`src/core/usart_ext_pkg.sv`:
```
// Constants shared by the serial transceiver mode extensions
package usart_ext_pkg;
  // Register offsets
  localparam logic [3:0] CTRL_OFS = 4'h0;
  localparam logic [3:0] MODE_OFS = 4'h1;
  localparam logic [3:0] STAT_OFS = 4'h2;
  localparam logic [3:0] TXHR_OFS = 4'h3;
  localparam logic [3:0] RXHR_OFS = 4'h4;
  localparam logic [3:0] NERR_OFS = 4'h5;
  localparam logic [3:0] BAUD_OFS = 4'h6;
  // Operating mode codes
  localparam logic [3:0] MODE_NORMAL = 4'h0;
  localparam logic [3:0] MODE_HSHAKE = 4'h2;
  localparam logic [3:0] MODE_T0     = 4'h4;
  localparam logic [3:0] MODE_T1     = 4'h5;
  localparam logic [3:0] MODE_IRDA   = 4'h8;
  // Mode register fields
  localparam int MR_MODE_LSB  = 0;
  localparam int MR_MSB_FIRST_SELECT_BIT  = 4;
  localparam int MR_STOP2_BIT = 5;
  localparam int MR_NACK_INHIBIT_BIT = 6;
  localparam int MR_DSNK_BIT  = 7;
  localparam int MR_ITER_LSB  = 8;
  // Control register bits
  localparam int CR_RXEN_BIT  = 0;
  localparam int CR_RXDIS_BIT = 1;
  localparam int CR_TXEN_BIT  = 2;
  localparam int CR_TXDIS_BIT = 3;
  localparam int CR_RSTA_BIT  = 4;
  localparam int CR_CLEAR_REPEAT_FLAG_CMD_BIT  = 5;
  localparam int CR_RNAK_BIT  = 6;
  // Status register bits
  localparam int SR_RECEIVE_READY_FLAG_BIT = 0;
  localparam int SR_TXRDY_BIT = 1;
  localparam int SR_CHECK_ERROR_FLAG_BIT  = 2;
  localparam int SR_ITER_BIT  = 3;
  localparam int SR_NACK_BIT  = 4;
  localparam int SR_TXEMP_BIT = 5;
  localparam int SR_RXEN_BIT  = 6;
  localparam int SR_TXEN_BIT  = 7;
  // Reset values and counts
  localparam logic [15:0] MODE_RST = 16'h0000;
  localparam logic [15:0] BAUD_RST = 16'h0004;
  localparam logic [7:0]  NERR_MAX = 8'hff;
  localparam int          DATA_BITS = 8;
  localparam int          GUARD_BITS = 2;
endpackage

```
`src/core/bit_tick_if.sv`:
```
// Bit-rate enable and card clock shared between the top and the divider
`timescale 1ns/1ps
interface bit_tick_if;
  logic [15:0] div;
  logic        run;
  logic        tick;
  logic        half;
  logic        sck;
  modport gen (input div, input run, output tick, output half, output sck);
  modport use_ (output div, output run, input tick, input half, input sck);
endinterface

```
`src/core/usart_ext.sv`:
```
// Serial transceiver with flow control, smart-card and infrared mode selection
// Overview of operation
// - Mode code 0x2 selects hardware flow control; receive relies on the DMA channel.
// - In flow control, RTS is high while receiver disabled or DMA buffer full.
// - In flow control, RTS falls once the receiver is enabled and the DMA buffer is not full.
// - New DMA buffer clears buffer-full so RTS falls; remote waits on RTS high.
// - CTS high stops transmit after current character; next starts when CTS low.
// - Mode code 0x4 is smart-card T=0, 0x5 is smart-card T=1.
// - Smart-card line is bidirectional, driven only while transmitting or signalling an error; SCK is card clock.
// - Smart-card frame fixed: 8 data bits, even parity, 1 stop (T=1) or guard time (T=0); bit order selectable.
// - T=0 sends start, 8 data, parity, then two undriven guard bit times.
// - T=0 receiver drives line low in guard time on parity error.
// - T=0 parity error: character not loaded, check error flag set.
// - Receive errors counted up to 255; reading the count clears it.
// - NACK inhibit suppresses the error signal and sets a sticky status bit.
// - NACK inhibit stores the faulty character without raising receive ready.
// - Nonzero repeat count retransmits NACKed characters, eight transmissions at most.
// - Repeat limit flag set at repeat count; acknowledged repeat clears the counter.
// - Control write with clear-repeat bit clears the repeat limit flag.
// - NACK limit: after max NACKs accept character, acknowledge, set repeat limit flag.
// - T=1 uses one stop bit, parity generated and checked, mismatch flags error.
// - Mode code 0x8 selects infrared operation, signalled on irda_on_o.
`timescale 1ns/1ps
module usart_ext (
  input  wire logic        mclk_i,
  input  wire logic        sys_rst_i,
  input  wire logic [3:0]  addr_i,
  input  wire logic [15:0] wdata_i,
  input  wire logic        wr_i,
  input  wire logic        rd_i,
  output logic [15:0]      rdata_o,
  input  wire logic        rx_buf_full_i,
  input  wire logic        rxd_i,
  output logic             txd_o,
  output logic             txd_oe_o,
  input  wire logic        cts_i,
  output logic             rts_o,
  output logic             sck_o,
  output logic             irda_on_o
);
  typedef enum logic [2:0] {TX_IDLE, TX_SHIFT, TX_GUARD, TX_NACK} tx_st_t;
  typedef enum logic [2:0] {RX_IDLE, RX_SHIFT, RX_GUARD, RX_SIGNAL} rx_st_t;

  typedef struct packed
  {
    logic [15:0] mode;
    logic [15:0] baud;
    logic        rx_en;
    logic        tx_en;
    logic [7:0]  thr;
    logic        thr_full;
    logic [7:0]  rhr;
    logic        receive_ready_flag;
    logic        check_error_flag;
    logic        iter;
    logic        nack_st;
    logic [7:0]  nerr;
    logic [15:0] rdata;
    tx_st_t      tx_st;
    logic [3:0]  tx_cnt;
    logic [2:0]  tx_rep;
    logic [7:0]  tx_chr;
    logic        txd;
    rx_st_t      rx_st;
    logic [8:0]  rx_sh;
    logic [3:0]  rx_cnt;
    logic [2:0]  rx_nak;
    logic        rx_drive;
  } state_t;

  state_t st_reg;
  state_t st_next;

  bit_tick_if bt ();

  logic [3:0] op_mode;
  logic       smart;
  logic       t0;
  logic [2:0] max_iter;
  logic [7:0] tx_line;
  logic       tx_par;
  logic [7:0] rx_data;
  logic [7:0] rx_raw;
  logic       rx_bad;

  assign op_mode  = st_reg.mode[usart_ext_pkg::MR_MODE_LSB +: 4];
  assign smart    = op_mode == usart_ext_pkg::MODE_T0 || op_mode == usart_ext_pkg::MODE_T1;
  assign t0       = op_mode == usart_ext_pkg::MODE_T0;
  assign max_iter = st_reg.mode[usart_ext_pkg::MR_ITER_LSB +: 3];

  assign bt.div = st_reg.baud;
  assign bt.run = 1'b1;

  baud_divider u_div (
    .mclk_i    (mclk_i),
    .sys_rst_i (sys_rst_i),
    .bt        (bt)
  );

  // Transmit character ordering and parity
  shift_frame u_txf (
    .data_i (st_reg.tx_chr),
    .msb_first_select_i (st_reg.mode[usart_ext_pkg::MR_MSB_FIRST_SELECT_BIT]),
    .line_o (tx_line),
    .par_o  (tx_par)
  );

  // Received bits are in line order; undo msb-first ordering
  assign rx_raw = st_reg.rx_sh[7:0];
  shift_frame u_rxf (
    .data_i (rx_raw),
    .msb_first_select_i (st_reg.mode[usart_ext_pkg::MR_MSB_FIRST_SELECT_BIT]),
    .line_o (rx_data),
    .par_o  ()
  );
  assign rx_bad = (^rx_raw) != st_reg.rx_sh[8];

  // Saturating error count
  function automatic logic [7:0] sat_inc(input logic [7:0] v);
    sat_inc = (v == usart_ext_pkg::NERR_MAX) ? v : v + 8'h01;
  endfunction

  // Register bus, transmitter and receiver next state
  always_comb
  begin
    st_next = st_reg;
    st_next.rdata = 16'h0000;
    // Register writes
    if (wr_i)
    begin
      case (addr_i)
        usart_ext_pkg::CTRL_OFS:
        begin
          if (wdata_i[usart_ext_pkg::CR_RXEN_BIT])  st_next.rx_en = 1'b1;
          if (wdata_i[usart_ext_pkg::CR_RXDIS_BIT]) st_next.rx_en = 1'b0;
          if (wdata_i[usart_ext_pkg::CR_TXEN_BIT])  st_next.tx_en = 1'b1;
          if (wdata_i[usart_ext_pkg::CR_TXDIS_BIT]) st_next.tx_en = 1'b0;
          if (wdata_i[usart_ext_pkg::CR_RSTA_BIT])  st_next.check_error_flag = 1'b0;
          if (wdata_i[usart_ext_pkg::CR_CLEAR_REPEAT_FLAG_CMD_BIT])  st_next.iter = 1'b0;
          if (wdata_i[usart_ext_pkg::CR_RNAK_BIT])  st_next.nack_st = 1'b0;
        end
        usart_ext_pkg::MODE_OFS: st_next.mode = wdata_i;
        usart_ext_pkg::BAUD_OFS: st_next.baud = wdata_i;
        usart_ext_pkg::TXHR_OFS:
        begin
          st_next.thr      = wdata_i[7:0];
          st_next.thr_full = 1'b1;
        end
        default: ;
      endcase
    end
    // Register reads, data valid in the next cycle
    if (rd_i)
    begin
      case (addr_i)
        usart_ext_pkg::MODE_OFS: st_next.rdata = st_reg.mode;
        usart_ext_pkg::BAUD_OFS: st_next.rdata = st_reg.baud;
        usart_ext_pkg::STAT_OFS:
        begin
          st_next.rdata[usart_ext_pkg::SR_RECEIVE_READY_FLAG_BIT] = st_reg.receive_ready_flag;
          st_next.rdata[usart_ext_pkg::SR_TXRDY_BIT] = ~st_reg.thr_full;
          st_next.rdata[usart_ext_pkg::SR_CHECK_ERROR_FLAG_BIT]  = st_reg.check_error_flag;
          st_next.rdata[usart_ext_pkg::SR_ITER_BIT]  = st_reg.iter;
          st_next.rdata[usart_ext_pkg::SR_NACK_BIT]  = st_reg.nack_st;
          st_next.rdata[usart_ext_pkg::SR_TXEMP_BIT] =
            ~st_reg.thr_full && st_reg.tx_st == TX_IDLE;
          st_next.rdata[usart_ext_pkg::SR_RXEN_BIT]  = st_reg.rx_en;
          st_next.rdata[usart_ext_pkg::SR_TXEN_BIT]  = st_reg.tx_en;
        end
        usart_ext_pkg::RXHR_OFS:
        begin
          st_next.rdata = {8'h00, st_reg.rhr};
          st_next.receive_ready_flag = 1'b0;
        end
        usart_ext_pkg::NERR_OFS:
        begin
          st_next.rdata = {8'h00, st_reg.nerr};
          st_next.nerr  = 8'h00;
        end
        default: st_next.rdata = 16'h0000;
      endcase
    end

    // Transmitter
    case (st_reg.tx_st)
      TX_IDLE:
      begin
        st_next.txd = 1'b1;
        // Flow control holds the next start while CTS is high
        if (bt.tick && st_reg.tx_en && st_reg.thr_full &&
            !(op_mode == usart_ext_pkg::MODE_HSHAKE && cts_i))
        begin
          st_next.tx_chr   = st_reg.thr;
          st_next.thr_full = 1'b0;
          st_next.tx_rep   = 3'h0;
          st_next.tx_st    = TX_SHIFT;
          st_next.tx_cnt   = 4'h0;
          st_next.txd      = 1'b0;
        end
      end
      TX_SHIFT:
      begin
        if (bt.tick)
        begin
          st_next.tx_cnt = st_reg.tx_cnt + 4'h1;
          if (st_reg.tx_cnt < 4'(usart_ext_pkg::DATA_BITS))
            st_next.txd = tx_line[st_reg.tx_cnt[2:0]];
          else if (st_reg.tx_cnt == 4'(usart_ext_pkg::DATA_BITS))
            st_next.txd = smart ? tx_par : 1'b1;
          else
          begin
            st_next.txd    = 1'b1;
            st_next.tx_cnt = 4'h0;
            st_next.tx_st  = TX_GUARD;
          end
        end
      end
      TX_GUARD:
      begin
        // Guard or stop bits; line released in T=0
        if (bt.half && t0 && st_reg.tx_cnt == 4'h0 && !rxd_i)
          st_next.tx_st = TX_NACK;
        else if (bt.tick)
        begin
          st_next.tx_cnt = st_reg.tx_cnt + 4'h1;
          if (st_reg.tx_cnt + 4'h1 >= (t0 ? 4'(usart_ext_pkg::GUARD_BITS - 1) :
              (st_reg.mode[usart_ext_pkg::MR_STOP2_BIT] && op_mode != usart_ext_pkg::MODE_T1
               ? 4'h1 : 4'h0)))
          begin
            st_next.tx_st  = TX_IDLE;
            st_next.tx_rep = 3'h0;
          end
        end
      end
      TX_NACK:
      begin
        // Error bit plus full guard time, then repeat if allowed
        if (bt.tick)
        begin
          st_next.tx_cnt = st_reg.tx_cnt + 4'h1;
          if (st_reg.tx_cnt == 4'(usart_ext_pkg::GUARD_BITS))
          begin
            if (max_iter != 3'h0 && st_reg.tx_rep != max_iter)
            begin
              st_next.tx_rep = st_reg.tx_rep + 3'h1;
              if (st_reg.tx_rep + 3'h1 == max_iter)
                st_next.iter = 1'b1;
              st_next.tx_st  = TX_SHIFT;
              st_next.tx_cnt = 4'h0;
              st_next.txd    = 1'b0;
            end
            else
              st_next.tx_st = TX_IDLE;
          end
        end
      end
      default: st_next.tx_st = TX_IDLE;
    endcase

    // Receiver
    case (st_reg.rx_st)
      RX_IDLE:
      begin
        st_next.rx_drive = 1'b0;
        if (st_reg.rx_en && bt.half && !rxd_i)
        begin
          st_next.rx_st  = RX_SHIFT;
          st_next.rx_cnt = 4'h0;
        end
      end
      RX_SHIFT:
      begin
        if (bt.half)
        begin
          st_next.rx_sh  = {rxd_i, st_reg.rx_sh[8:1]};
          st_next.rx_cnt = st_reg.rx_cnt + 4'h1;
          if (st_reg.rx_cnt == 4'(usart_ext_pkg::DATA_BITS))
            st_next.rx_st = RX_GUARD;
        end
      end
      RX_GUARD:
      begin
        // Decide mid first guard bit, so an error bit stays inside the guard
        if (bt.half)
        begin
          st_next.rx_st = RX_IDLE;
          if (!smart || !rx_bad)
          begin
            st_next.rhr    = rx_data;
            st_next.receive_ready_flag  = 1'b1;
            st_next.rx_nak = 3'h0;
          end
          else if (!t0)
          begin
            st_next.rhr  = rx_data;
            st_next.receive_ready_flag = 1'b1;
            st_next.check_error_flag = 1'b1;
            st_next.nerr = sat_inc(st_next.nerr);
          end
          else if (st_reg.mode[usart_ext_pkg::MR_NACK_INHIBIT_BIT])
          begin
            st_next.rhr     = rx_data;
            st_next.nack_st = 1'b1;
            st_next.nerr    = sat_inc(st_next.nerr);
          end
          else if (st_reg.mode[usart_ext_pkg::MR_DSNK_BIT] && st_reg.rx_nak == max_iter)
          begin
            st_next.rhr    = rx_data;
            st_next.receive_ready_flag  = 1'b1;
            st_next.iter   = 1'b1;
            st_next.rx_nak = 3'h0;
          end
          else
          begin
            st_next.check_error_flag     = 1'b1;
            st_next.nerr     = sat_inc(st_next.nerr);
            st_next.rx_nak   = st_reg.rx_nak + 3'h1;
            st_next.rx_drive = 1'b1;
            st_next.rx_st    = RX_SIGNAL;
          end
        end
      end
      RX_SIGNAL:
      begin
        // Hold the error bit low for one bit time
        if (bt.half)
        begin
          st_next.rx_drive = 1'b0;
          st_next.rx_st    = RX_IDLE;
        end
      end
      default: st_next.rx_st = RX_IDLE;
    endcase
  end

  always_ff @(posedge mclk_i)
  begin
    if (sys_rst_i)
    begin
      st_reg       <= '0;
      st_reg.mode  <= usart_ext_pkg::MODE_RST;
      st_reg.baud  <= usart_ext_pkg::BAUD_RST;
      st_reg.txd   <= 1'b1;
      st_reg.tx_st <= TX_IDLE;
      st_reg.rx_st <= RX_IDLE;
    end
    else
      st_reg <= st_next;
  end

  // Pin drive: smart-card line driven only while sending or signalling
  assign txd_o    = st_reg.rx_drive ? 1'b0 : st_reg.txd;
  assign txd_oe_o = st_reg.rx_drive || !smart || st_reg.tx_st == TX_SHIFT;

  // Flow-control request to send
  assign rts_o = (op_mode == usart_ext_pkg::MODE_HSHAKE) &&
                 (!st_reg.rx_en || rx_buf_full_i);
  assign sck_o     = smart & bt.sck;
  assign irda_on_o = op_mode == usart_ext_pkg::MODE_IRDA;
  assign rdata_o   = st_reg.rdata;
endmodule

```
`src/core/baud_divider.sv`:
```
// Bit-rate divider producing bit and mid-bit enables and the card clock
`timescale 1ns/1ps
module baud_divider (
  input  wire logic mclk_i,
  input  wire logic sys_rst_i,
  bit_tick_if.gen   bt
);
  typedef struct packed
  {
    logic [15:0] cnt;
    logic        sck;
  } div_state_t;
  div_state_t st_reg;
  div_state_t st_next;

  // Count down once per bit, card clock toggles every mclk cycle, giving mclk/2
  always_comb
  begin
    st_next = st_reg;
    if (!bt.run || st_reg.cnt == 16'h0000)
      st_next.cnt = bt.div;
    else
      st_next.cnt = st_reg.cnt - 16'h0001;
    st_next.sck = ~st_reg.sck;
  end

  always_ff @(posedge mclk_i)
  begin
    if (sys_rst_i)
      st_reg <= '0;
    else
      st_reg <= st_next;
  end

  assign bt.tick = bt.run && st_reg.cnt == 16'h0000;
  assign bt.half = bt.run && st_reg.cnt == {1'b0, bt.div[15:1]};
  assign bt.sck  = st_reg.sck;
endmodule

```
`src/core/shift_frame.sv`:
```
// Parity and bit-order helper for one eight-bit character
`timescale 1ns/1ps
module shift_frame (
  input  wire logic [7:0] data_i,
  input  wire logic       msb_first_select_i,
  output logic [7:0]      line_o,
  output logic            par_o
);
  // Reverse order for msb-first, even parity over data
  always_comb
  begin
    for (int i = 0; i < 8; i++)
      line_o[i] = msb_first_select_i ? data_i[7 - i] : data_i[i];
    par_o = ^data_i;
  end
endmodule

```
`config.mk`:
```
export PLATFORM = sky130hd
export DESIGN_NAME = usart_ext
export DESIGN_NICKNAME = d
export VERILOG_FILES = /design/src/core/usart_ext_pkg.sv /design/src/core/bit_tick_if.sv /design/src/core/usart_ext.sv /design/src/core/baud_divider.sv /design/src/core/shift_frame.sv
export SDC_FILE = /design/constraint.sdc
export NUM_CORES = 1
export LEC_CHECK = 0
export BUFFER_PORTS_ARGS = -buffer_cell sky130_fd_sc_hd__buf_2
export CAP_MARGIN = 20
export CORE_UTILIZATION = 56
export DETAILED_ROUTE_END_ITERATION = 10
export GPL_ROUTABILITY_DRIVEN = 0
export HOLD_SLACK_MARGIN = 0.02
export PLACE_DENSITY_LB_ADDON = 0.1
export RECOVER_POWER = 100
export REMOVE_ABC_BUFFERS = 1
export SLEW_MARGIN = 40
export SYNTH_ARGS = -nofsm -noshare
export SYNTH_HDL_FRONTEND = slang
export SYNTH_SLANG_ARGS = --single-unit
```
`constraint.sdc`:
```
create_clock -name mclk_i -period 3.55 [get_ports mclk_i]
set_input_delay 0.71 -clock mclk_i [delete_from_list [all_inputs] [get_ports mclk_i]]
set_output_delay 0.71 -clock mclk_i [all_outputs]
set_load 0.02 [all_outputs]
```
==> flow_metrics.env, run 1 <==
export IMPL_worst_hold_stages=1
export IMPL_totalNegativeSetupSlack_ps=0
export IMPL_via_count_of_the_first_global_routing_pass=5870
export IMPL_grt_pass1_wl_um=30000
export IMPL_cap_viol_max_count=1
export IMPL_synth_lib_cells_used_distinct=78
export IMPL_postLayoutSetupSlackWorst_ps=448.2
export IMPL_layout_cell_share_with_drive_strength_beyond_1_pct=10.15
export IMPL_cts_max_level=4
export IMPL_die_w_um=114.0
export IMPL_power_leakage_nw=2.621
export IMPL_wl_per_cell_um=18.11
export IMPL_netlist_area_leader_share_pct=37.91
export IMPL_pre_cts_ws_ps=333.1
export IMPL_violations="capacitance limit, slew limit"
export IMPL_gr_total_overflow=0
export IMPL_largest_reg_flops=69
export IMPL_worst_hold_path_type="reg -> reg"
export IMPL_insertion_delay_ps=420
export IMPL_critPathKind="in -> reg"
export IMPL_fp_coreArea_mm2=0.01211
export IMPL_max_buffers_root_to_sink=2
export IMPL_max_freq_mhz=322.4
export IMPL_timing_clock_skew_ps=7.152
export IMPL_grt_setup_unrepaired="no"
export IMPL_vias=6246
export IMPL_drt_first_iter_violations=663
export IMPL_status="finished, violations left"
export IMPL_setup_worst_path_end_class="register"
export IMPL_worst_setup_path_start_kind="input pin"
export IMPL_cp_data_arrival_time_ps=3330
export IMPL_yosysWarnings=0
export IMPL_powerDensity_mw_per_mm2=526.6
export IMPL_n_fill_cell=1077
export IMPL_grt_start_max_net_pins=89
export IMPL_via_per_inst=6.035
export IMPL_r2r_worst_path_cells=8
export IMPL_synth_ff_latch_count=133
export IMPL_global_route_usage_total_pct=30.08
export IMPL_syn_avg_cell_area_um2=8.311
export IMPL_period_share_pct=87.38
export IMPL_worstMarginPinSlew_ps=1855
export IMPL_post_synth_inst_count=845
export IMPL_post_cts_setup_buffer_count=0
export IMPL_synth_area_top_cells="dfxtp_1 (38%), nand2_1 (7.3%), a21oi_1 (5.8%)"
export IMPL_chipHeight_um=114.0
export IMPL_maxUsedRoutingLayer="met4"
export IMPL_post_cts_resized=0
export IMPL_commonest_non_fill_non_tap_cells_in_the_layout="nand2_1 (137), dfxtp_1 (133), a21oi_1 (81)"
export IMPL_postRouteWirelength_um=18750
export IMPL_worst_path_max_fanout=88
export IMPL_timing_final_max_slew_violations=89
export IMPL_timing_critical_path_required_ps=3780
export IMPL_layout_min_cycle_time_ps=3102
export IMPL_half_perimeter_wire_length_after_detailed_placement_um=13300
export IMPL_number_of_antenna_violations_at_the_first_check_in_global_routing=0
export IMPL_path_clk_slew_ps=60
export IMPL_cts_root_buf="clkbuf_16"
export IMPL_met3_wirelength_um=1136
export IMPL_die_area_mm2=0.01299
export IMPL_async_reset_ff_share_pct=0
export IMPL_synth_sequential_area_ratio_pct=37.91
export IMPL_cts_hold_fix_buffers=0
export IMPL_insertedDiodeCount=0
export IMPL_portBuffers=47
export IMPL_layout_nets=896
export IMPL_wirelength_met1_um=8240
export IMPL_report_final_hold_viol_count=0
export IMPL_site_rows=40
export IMPL_area_growth_from_synthesis_to_layout_pct=9.674
export IMPL_final_common_cell="nand2_1"
export IMPL_netlist_area_mm2=0.007023
export IMPL_cts_tree="done"
export IMPL_synthDominantAreaCellType="dfxtp_1"
export IMPL_vdd_ir_drop_worst_mv=0.3485
export IMPL_io_pins=48
export IMPL_route_detailed_drc=0
export IMPL_route_met2_wl_um=8960
export IMPL_final_antenna_net_count=0
export IMPL_initial_utilization_pct=57.99
export IMPL_drt_pass1_iter_count=6
export IMPL_setup_viol=0
export IMPL_clkSinkCount=133
export IMPL_cts_buffers_inserted=17
export IMPL_timing_slew_headroom_pct=-23.64
export IMPL_synth_edf_count=0
export IMPL_synth_ff_type="dfxtp_1"
==> per-stage QoR <==
stage          power [W]  utilization [%]  std cells  hold slack, ps  instance area [um^2]
6_report        0.004056            63.60       1035           395.1                  7702
3_3_place_gp    0.002347            59.26       1003           386.0                  7177
5_1_grt         0.004227            63.60       1035           431.3                  7702
2_1_floorplan   0.002161                -        778           377.6                  6654
3_5_place_dp    0.002360            59.33       1003           390.8                  7186
4_1_cts         0.004063            64.09       1035           398.7                  7762
==> cells by family (layout without fill, tap and decap cells) <==
| group | Yosys count | in the layout | synth area share [%] |
|---|---|---|---|
| AO/OA/AOI/OAI | 192 | 192 | 18.07 |
| XOR/XNOR | 46 | 46 | 6.164 |
| adder cells (fa/ha/maj) | 15 | 15 | 2.672 |
| buffers and inverters | 88 | 110 | 6.378 |
| flip-flops | 133 | 133 | 37.91 |
| multiplexers | 25 | 25 | 4.490 |
| AND/OR/NAND/NOR | 346 | 346 | 24.32 |
==> where the power goes <==
part / total, W / leakage [nW] / internal, W / switching (W)
Sequential: 0.00168 / 1.07 / 0.00156 / 0.000117
Clock: 0.00171 / 0.267 / 0.00104 / 0.000668
Combinational: 0.000663 / 1.28 / 0.000272 / 0.000391
Total: 0.00406 / 2.62 / 0.00288 / 0.00118
==> per-layer routing <==
| metal | vias up | GRT usage (%) |
|---|---|---|
| met5 | - | 0 |
| met4 | 0 | 10.48 |
| met3 | 29 | 7.386 |
| met2 | 214 | 49.21 |
| met1 | 2976 | 38.69 |
| li1 | 3027 | - |
==> synth_stat cells (17+ instances only) <==
cell        n
inv_1      21
buf_4      17
nand2_1   137
dfxtp_1   133
nor3_1     25
xnor2_1    23
xor2_1     20
nor2_1     70
a22oi_1    23
a211oi_1   17
mux2i_1    18
clkbuf_1   33
a21oi_1    81
nand3_1    24
==> final cells by class <==
class                           count  area (um^2)  area share, %
Sequential cell                   133         2663          34.57
Tap cell                          168        210.2          2.729
Clock buffer                       19        442.9          5.750
Timing Repair Buffer               57        274.0          3.558
Multi-Input combinational cell    624         3900          50.63
Inverter                           21        78.83          1.023
Clock inverter                     13        133.9          1.738
==> path summary, 6_finish.rpt <==
path / start / endpoint / slack (ps)
worst max-delay path: sys_rst_i / st_reg[62] / 450
worst min-delay path: u_div.bt.sck / u_div.bt.sck / 400
worst max register to register: u_div.st_reg[1] / st_reg[64] / 580
worst min register to register: u_div.bt.sck / u_div.bt.sck / 400
==> worst max-delay path: stages <==
cell and delay, ps:
clkbuf_4 110, clkbuf_2 550, clkbuf_2 1460, nor2b_1 120, o311ai_0 220, o41ai_1 150
Power figures use the tool's default switching activity.
==> run 2: changes to the inputs <==
- CORE_UTILIZATION: 56 -> 50
==> run 2 against run 1 <==
Net effect: the flow still finishes with violations (capacitance limit, slew limit); critical endpoint is now st_reg[64]; critical path depth rose by 2; clock skew fell by 1.3 ps; clock-buffer cell count rose by 1; sequential cell count did not move; non-clock buffer count rose by 2.
==> flow_metrics.env, run 2 (synthesized netlist as in run 1, its figures left out) <==
export IMPL_grt_setup_unrepaired="no"
export IMPL_postLayoutSetupSlackWorst_ps=503.0
export IMPL_placedCellCount=1013
export IMPL_totalNegativeSetupSlack_ps=0
export IMPL_critPathKind="reg -> reg"
export IMPL_cts_max_level=4
export IMPL_commonest_non_fill_non_tap_cells_in_the_layout="nand2_1 (137), dfxtp_1 (133), a21oi_1 (81)"
export IMPL_cts_buffers_inserted=17
export IMPL_final_antenna_net_count=0
export IMPL_layout_min_cycle_time_ps=3047
export IMPL_vdd_ir_drop_worst_mv=0.3363
export IMPL_grt_pass1_wl_um=30150
export IMPL_cts_root_buf="clkbuf_16"
export IMPL_post_cts_setup_buffer_count=0
export IMPL_die_area_mm2=0.01452
export IMPL_stdcell_area_mm2=0.007777
export IMPL_max_freq_mhz=328.2
export IMPL_cts_hold_fix_buffers=0
export IMPL_report_final_hold_viol_count=0
export IMPL_cts_tree="done"
export IMPL_worst_setup_path_start_kind="register"
export IMPL_wl_per_cell_um=17.91
export IMPL_max_buffers_root_to_sink=2
export IMPL_powerDensity_mw_per_mm2=543.0
export IMPL_io_pins=48
export IMPL_worst_path_max_fanout=9
export IMPL_power_leakage_nw=2.653
export IMPL_area_growth_from_synthesis_to_layout_pct=10.74
export IMPL_largest_reg_flops=69
export IMPL_pre_cts_ws_ps=357.0
export IMPL_setup_viol=0
export IMPL_timing_clock_skew_ps=5.868
export IMPL_portBuffers=47
export IMPL_final_common_cell="nand2_1"
export IMPL_layout_nets=898
export IMPL_worst_hold_path_type="reg -> reg"
export IMPL_vias=6282
export IMPL_site_rows=42
export IMPL_period_share_pct=85.83
export IMPL_path_clk_slew_ps=60
export IMPL_post_dp_cell_area_mm2=0.007202
export IMPL_die_w_um=120.5
export IMPL_half_perimeter_wire_length_after_detailed_placement_um=13490
export IMPL_chipHeight_um=120.5
export IMPL_route_detailed_drc=0
export IMPL_via_count_of_the_first_global_routing_pass=5892
export IMPL_status="finished, violations left"
export IMPL_n_fill_cell=1269
export IMPL_instances_no_fill=1046
export IMPL_timing_slew_headroom_pct=-4.275
export IMPL_layout_cell_share_with_drive_strength_beyond_1_pct=10.13
export IMPL_setup_worst_path_end_class="register"
export IMPL_timing_critical_path_required_ps=3880
export IMPL_violations="capacitance limit, slew limit"
export IMPL_global_route_usage_total_pct=26.95
export IMPL_drt_first_iter_violations=715
export IMPL_insertion_delay_ps=430
export IMPL_clkSinkCount=133
export IMPL_drt_pass1_iter_count=6
export IMPL_initial_utilization_pct=52.20
export IMPL_cap_viol_max_count=1
export IMPL_worstMarginPinSlew_ps=1564
export IMPL_post_cts_resized=0
export IMPL_cp_data_arrival_time_ps=3370
export IMPL_via_per_inst=6.006
export IMPL_number_of_antenna_violations_at_the_first_check_in_global_routing=0
export IMPL_fp_coreArea_mm2=0.01345
export IMPL_timing_final_max_slew_violations=75
export IMPL_gr_total_overflow=0
export IMPL_postRouteWirelength_um=18740
export IMPL_grt_start_max_net_pins=75
export IMPL_holdWs_ps=393.6
## run 2: layer usage
layer	wire length (um)	part of all wire, %	vias up	global-route usage, %
met4	475	2.5	0	11.34
met5	0	0	-	0
met3	1024	5.5	36	5.377
li1	-	-	3038	-
met1	8387	45	3014	35.34
met2	8851	47	194	43.18
## run 2: final timing paths
| check | slack [ps] | to | depth (start not counted) | from |
|---|---|---|---|---|
| setup / recovery | 500 | st_reg[64] | 8 | u_div.st_reg[1] |
| hold / removal | 390 | u_div.bt.sck | 1 | u_div.bt.sck |
| setup reg to reg | 500 | st_reg[64] | 8 | u_div.st_reg[1] |
| hold reg to reg | 390 | u_div.bt.sck | 1 | u_div.bt.sck |
## run 2: metrics by stage
step	util (%)	total power, W
2_1_floorplan	-	0.002161
3_3_place_gp	53.53	0.002354
3_5_place_dp	53.53	0.002371
4_1_cts	58.25	0.004243
5_1_grt	57.79	0.004389
6_report	57.81	0.004223
## run 2: layout make-up
cell class,instances,area [um^2],area share [%]
diodes,1,2.502,0.03218
clock inverters,12,177.7,2.284
inverters,21,78.83,1.014
clock buffers,20,456.7,5.872
well taps,176,220.2,2.831
repair buffers,59,280.3,3.604
multi-input cells,624,3899,50.13
flip-flops and latches,133,2663,34.23
## run 2: worst max-delay path: stages, from the launching register on
cell     delay, ps
dfxtp_1        350
inv_1           80
ha_1           210
nor3b_1        570
nand3_1        350
or3_1          610
nor4_1         380
nand3_1        190
a21oi_1        210
## run 2: power breakdown
group          internal (W)  switching (W)  leakage [nW]
logic              0.000271       0.000397          1.28
registers           0.00156       0.000116          1.07
clock network       0.00121       0.000667         0.298
total               0.00304        0.00118          2.65
==> run 3: changes to the inputs <==
- PLACE_DENSITY: unset -> 0.64
- PLACE_DENSITY_LB_ADDON: 0.1 -> unset
==> run 3 against run 2 <==
Net effect: the flow still finishes with violations (capacitance limit, slew limit); design area fell by 1.3%; total power fell by 4.7%; clock power fell by 11%; critical path depth did not move; utilization fell by 0.74 points; first-iteration DRC count fell by 24%; critical path type unchanged; largest power group is now sequential cells.
==> flow_metrics.env, run 3 (synthesized netlist as in run 1, its figures left out) <==
export IMPL_status="finished, violations left"
export IMPL_violations="capacitance limit, slew limit"
export IMPL_worstMarginPinSlew_ps=2622
export IMPL_report_final_hold_viol_count=0
export IMPL_path_delay_family="simple AND/OR/NAND/NOR gates"
export IMPL_clkSinkCount=133
export IMPL_via_per_inst=6.029
export IMPL_layout_min_cycle_time_ps=3130
export IMPL_final_antenna_net_count=0
export IMPL_drt_first_iter_violations=540
export IMPL_half_perimeter_wire_length_after_detailed_placement_um=13520
export IMPL_global_route_usage_total_pct=27.45
export IMPL_cts_hold_fix_buffers=0
export IMPL_worst_hold_path_type="reg -> reg"
export IMPL_die_area_mm2=0.01452
export IMPL_layout_nets=897
export IMPL_power_leakage_nw=2.611
export IMPL_insertedDiodeCount=0
export IMPL_vdd_ir_drop_worst_mv=0.3158
export IMPL_die_w_um=120.5
export IMPL_worst_setup_path_start_kind="register"
export IMPL_critPathKind="reg -> reg"
export IMPL_gr_total_overflow=0
export IMPL_site_rows=42
export IMPL_max_freq_mhz=319.5
export IMPL_layout_cell_share_with_drive_strength_beyond_1_pct=9.562
export IMPL_io_pins=48
export IMPL_cap_viol_max_count=1
export IMPL_postRouteWirelength_um=19130
export IMPL_cp_data_arrival_time_ps=3450
export IMPL_worstPathCellList="inv_1 > ha_1 > nor3b_1 > nand3_1 > or3_1 > nor4_1 > nand3_1 > a21oi_1"
export IMPL_via_count_of_the_first_global_routing_pass=5886
export IMPL_insertion_delay_ps=420
export IMPL_totalNegativeSetupSlack_ps=0
export IMPL_powerDensity_mw_per_mm2=524.3
export IMPL_timing_slew_headroom_pct=-74.78
export IMPL_cts_buffers_inserted=17
export IMPL_max_stage_delay_ps=610
export IMPL_timing_critical_path_required_ps=3870
export IMPL_setup_worst_path_end_class="register"
export IMPL_fp_coreArea_mm2=0.01345
export IMPL_period_share_pct=88.17
export IMPL_timing_critical_path_mode_cell="nand3_1"
export IMPL_setup_viol=0
export IMPL_max_buffers_root_to_sink=2
export IMPL_chipHeight_um=120.5
export IMPL_instances_no_fill=1044
export IMPL_buffering_stage_count_on_the_worst_path_with_inverters_included=1
export IMPL_cts_root_buf="clkbuf_16"
export IMPL_cts_tree="done"
export IMPL_cts_max_level=4
export IMPL_post_cts_resized=0
export IMPL_commonest_non_fill_non_tap_cells_in_the_layout="nand2_1 (137), dfxtp_1 (133), a21oi_1 (81)"
export IMPL_initial_utilization_pct=52.20
export IMPL_number_of_antenna_violations_at_the_first_check_in_global_routing=0
export IMPL_final_common_cell="nand2_1"
export IMPL_timing_final_max_slew_violations=58
export IMPL_largest_reg_flops=69
export IMPL_timing_clock_skew_ps=8.629
export IMPL_drt_pass1_iter_count=5
export IMPL_wl_per_cell_um=18.33
export IMPL_grt_setup_unrepaired="no"
export IMPL_portBuffers=47
export IMPL_path_clk_slew_ps=60
export IMPL_area_growth_from_synthesis_to_layout_pct=9.318
export IMPL_grt_start_max_net_pins=61
export IMPL_placedCellCount=1012
export IMPL_vias=6294
export IMPL_grt_pass1_wl_um=30840
export IMPL_critPathSlowestCell="or3_1"
export IMPL_worst_path_max_fanout=9
export IMPL_route_detailed_drc=0
export IMPL_post_cts_setup_buffer_count=0
-- run 3: cell types whose count changed in the layout (fill, tap and decap cells not counted), moves of 2 or more --
cell,before,now
a211oi_1,17,19
a211oi_2,3,1
bufinv_16,4,1
clkinv_2,2,4
-- run 3: cell type report --
class / instances / area (um^2)
fillers: 1321 / 5776
flip-flops and latches: 133 / 2663
clock buffers: 20 / 456.7
well taps: 176 / 220.2
inverters: 21 / 78.83
clock inverters: 12 / 106.4
repair buffers: 58 / 271.5
multi-input cells: 624 / 3881
-- run 3: where the power goes --
group	total [W]	internal (W)	leakage (nW)	switching [W]
registers	0.00168	0.00156	1.07	0.000117
clock network	0.00167	0.000996	0.268	0.000670
logic	0.000680	0.000272	1.27	0.000408
total	0.00403	0.00283	2.61	0.00120
-- run 3: final timing paths --
kind | from | endpoint | slack, ps | depth (start not counted)
max | u_div.st_reg[1] | st_reg[64] | 420 | 8
min | u_div.bt.sck | u_div.bt.sck | 390 | 1
max reg2reg | u_div.st_reg[1] | st_reg[64] | 420 | 8
min reg2reg | u_div.bt.sck | u_div.bt.sck | 390 | 1
-- run 3: per-stage QoR --
| step | util (%) | total power (W) | hold slack [ps] | worst slack, ps | cell area [um^2] |
|---|---|---|---|---|---|
| floorplan | - | 0.002161 | 377.6 | 62.23 | 6654 |
| global placement | 53.48 | 0.002354 | 386.2 | 418.6 | 7194 |
| detailed placement | 53.52 | 0.002370 | 387.2 | 381.9 | 7199 |
| CTS | 57.70 | 0.004030 | 394.9 | 802.8 | 7762 |
| global route | 57.07 | 0.004190 | 405.3 | 292.2 | 7677 |
| finish | 57.07 | 0.004025 | 392.6 | 420.0 | 7677 |
-- run 3: worst register-to-register path, stage by stage (launching register included) --
cell,delay (ps)
dfxtp_1,360
inv_1,80
ha_1,220
nor3b_1,590
nand3_1,390
or3_1,610
nor4_1,390
nand3_1,210
a21oi_1,190
-- run 3: layer usage --
metal,GRT usage [%],share of wire (%),vias up
li1,-,-,3040
met1,36.70,46,3010
met2,43.64,46,211
met3,5.472,5.4,33
met4,10.42,2.6,0
met5,0,0,-
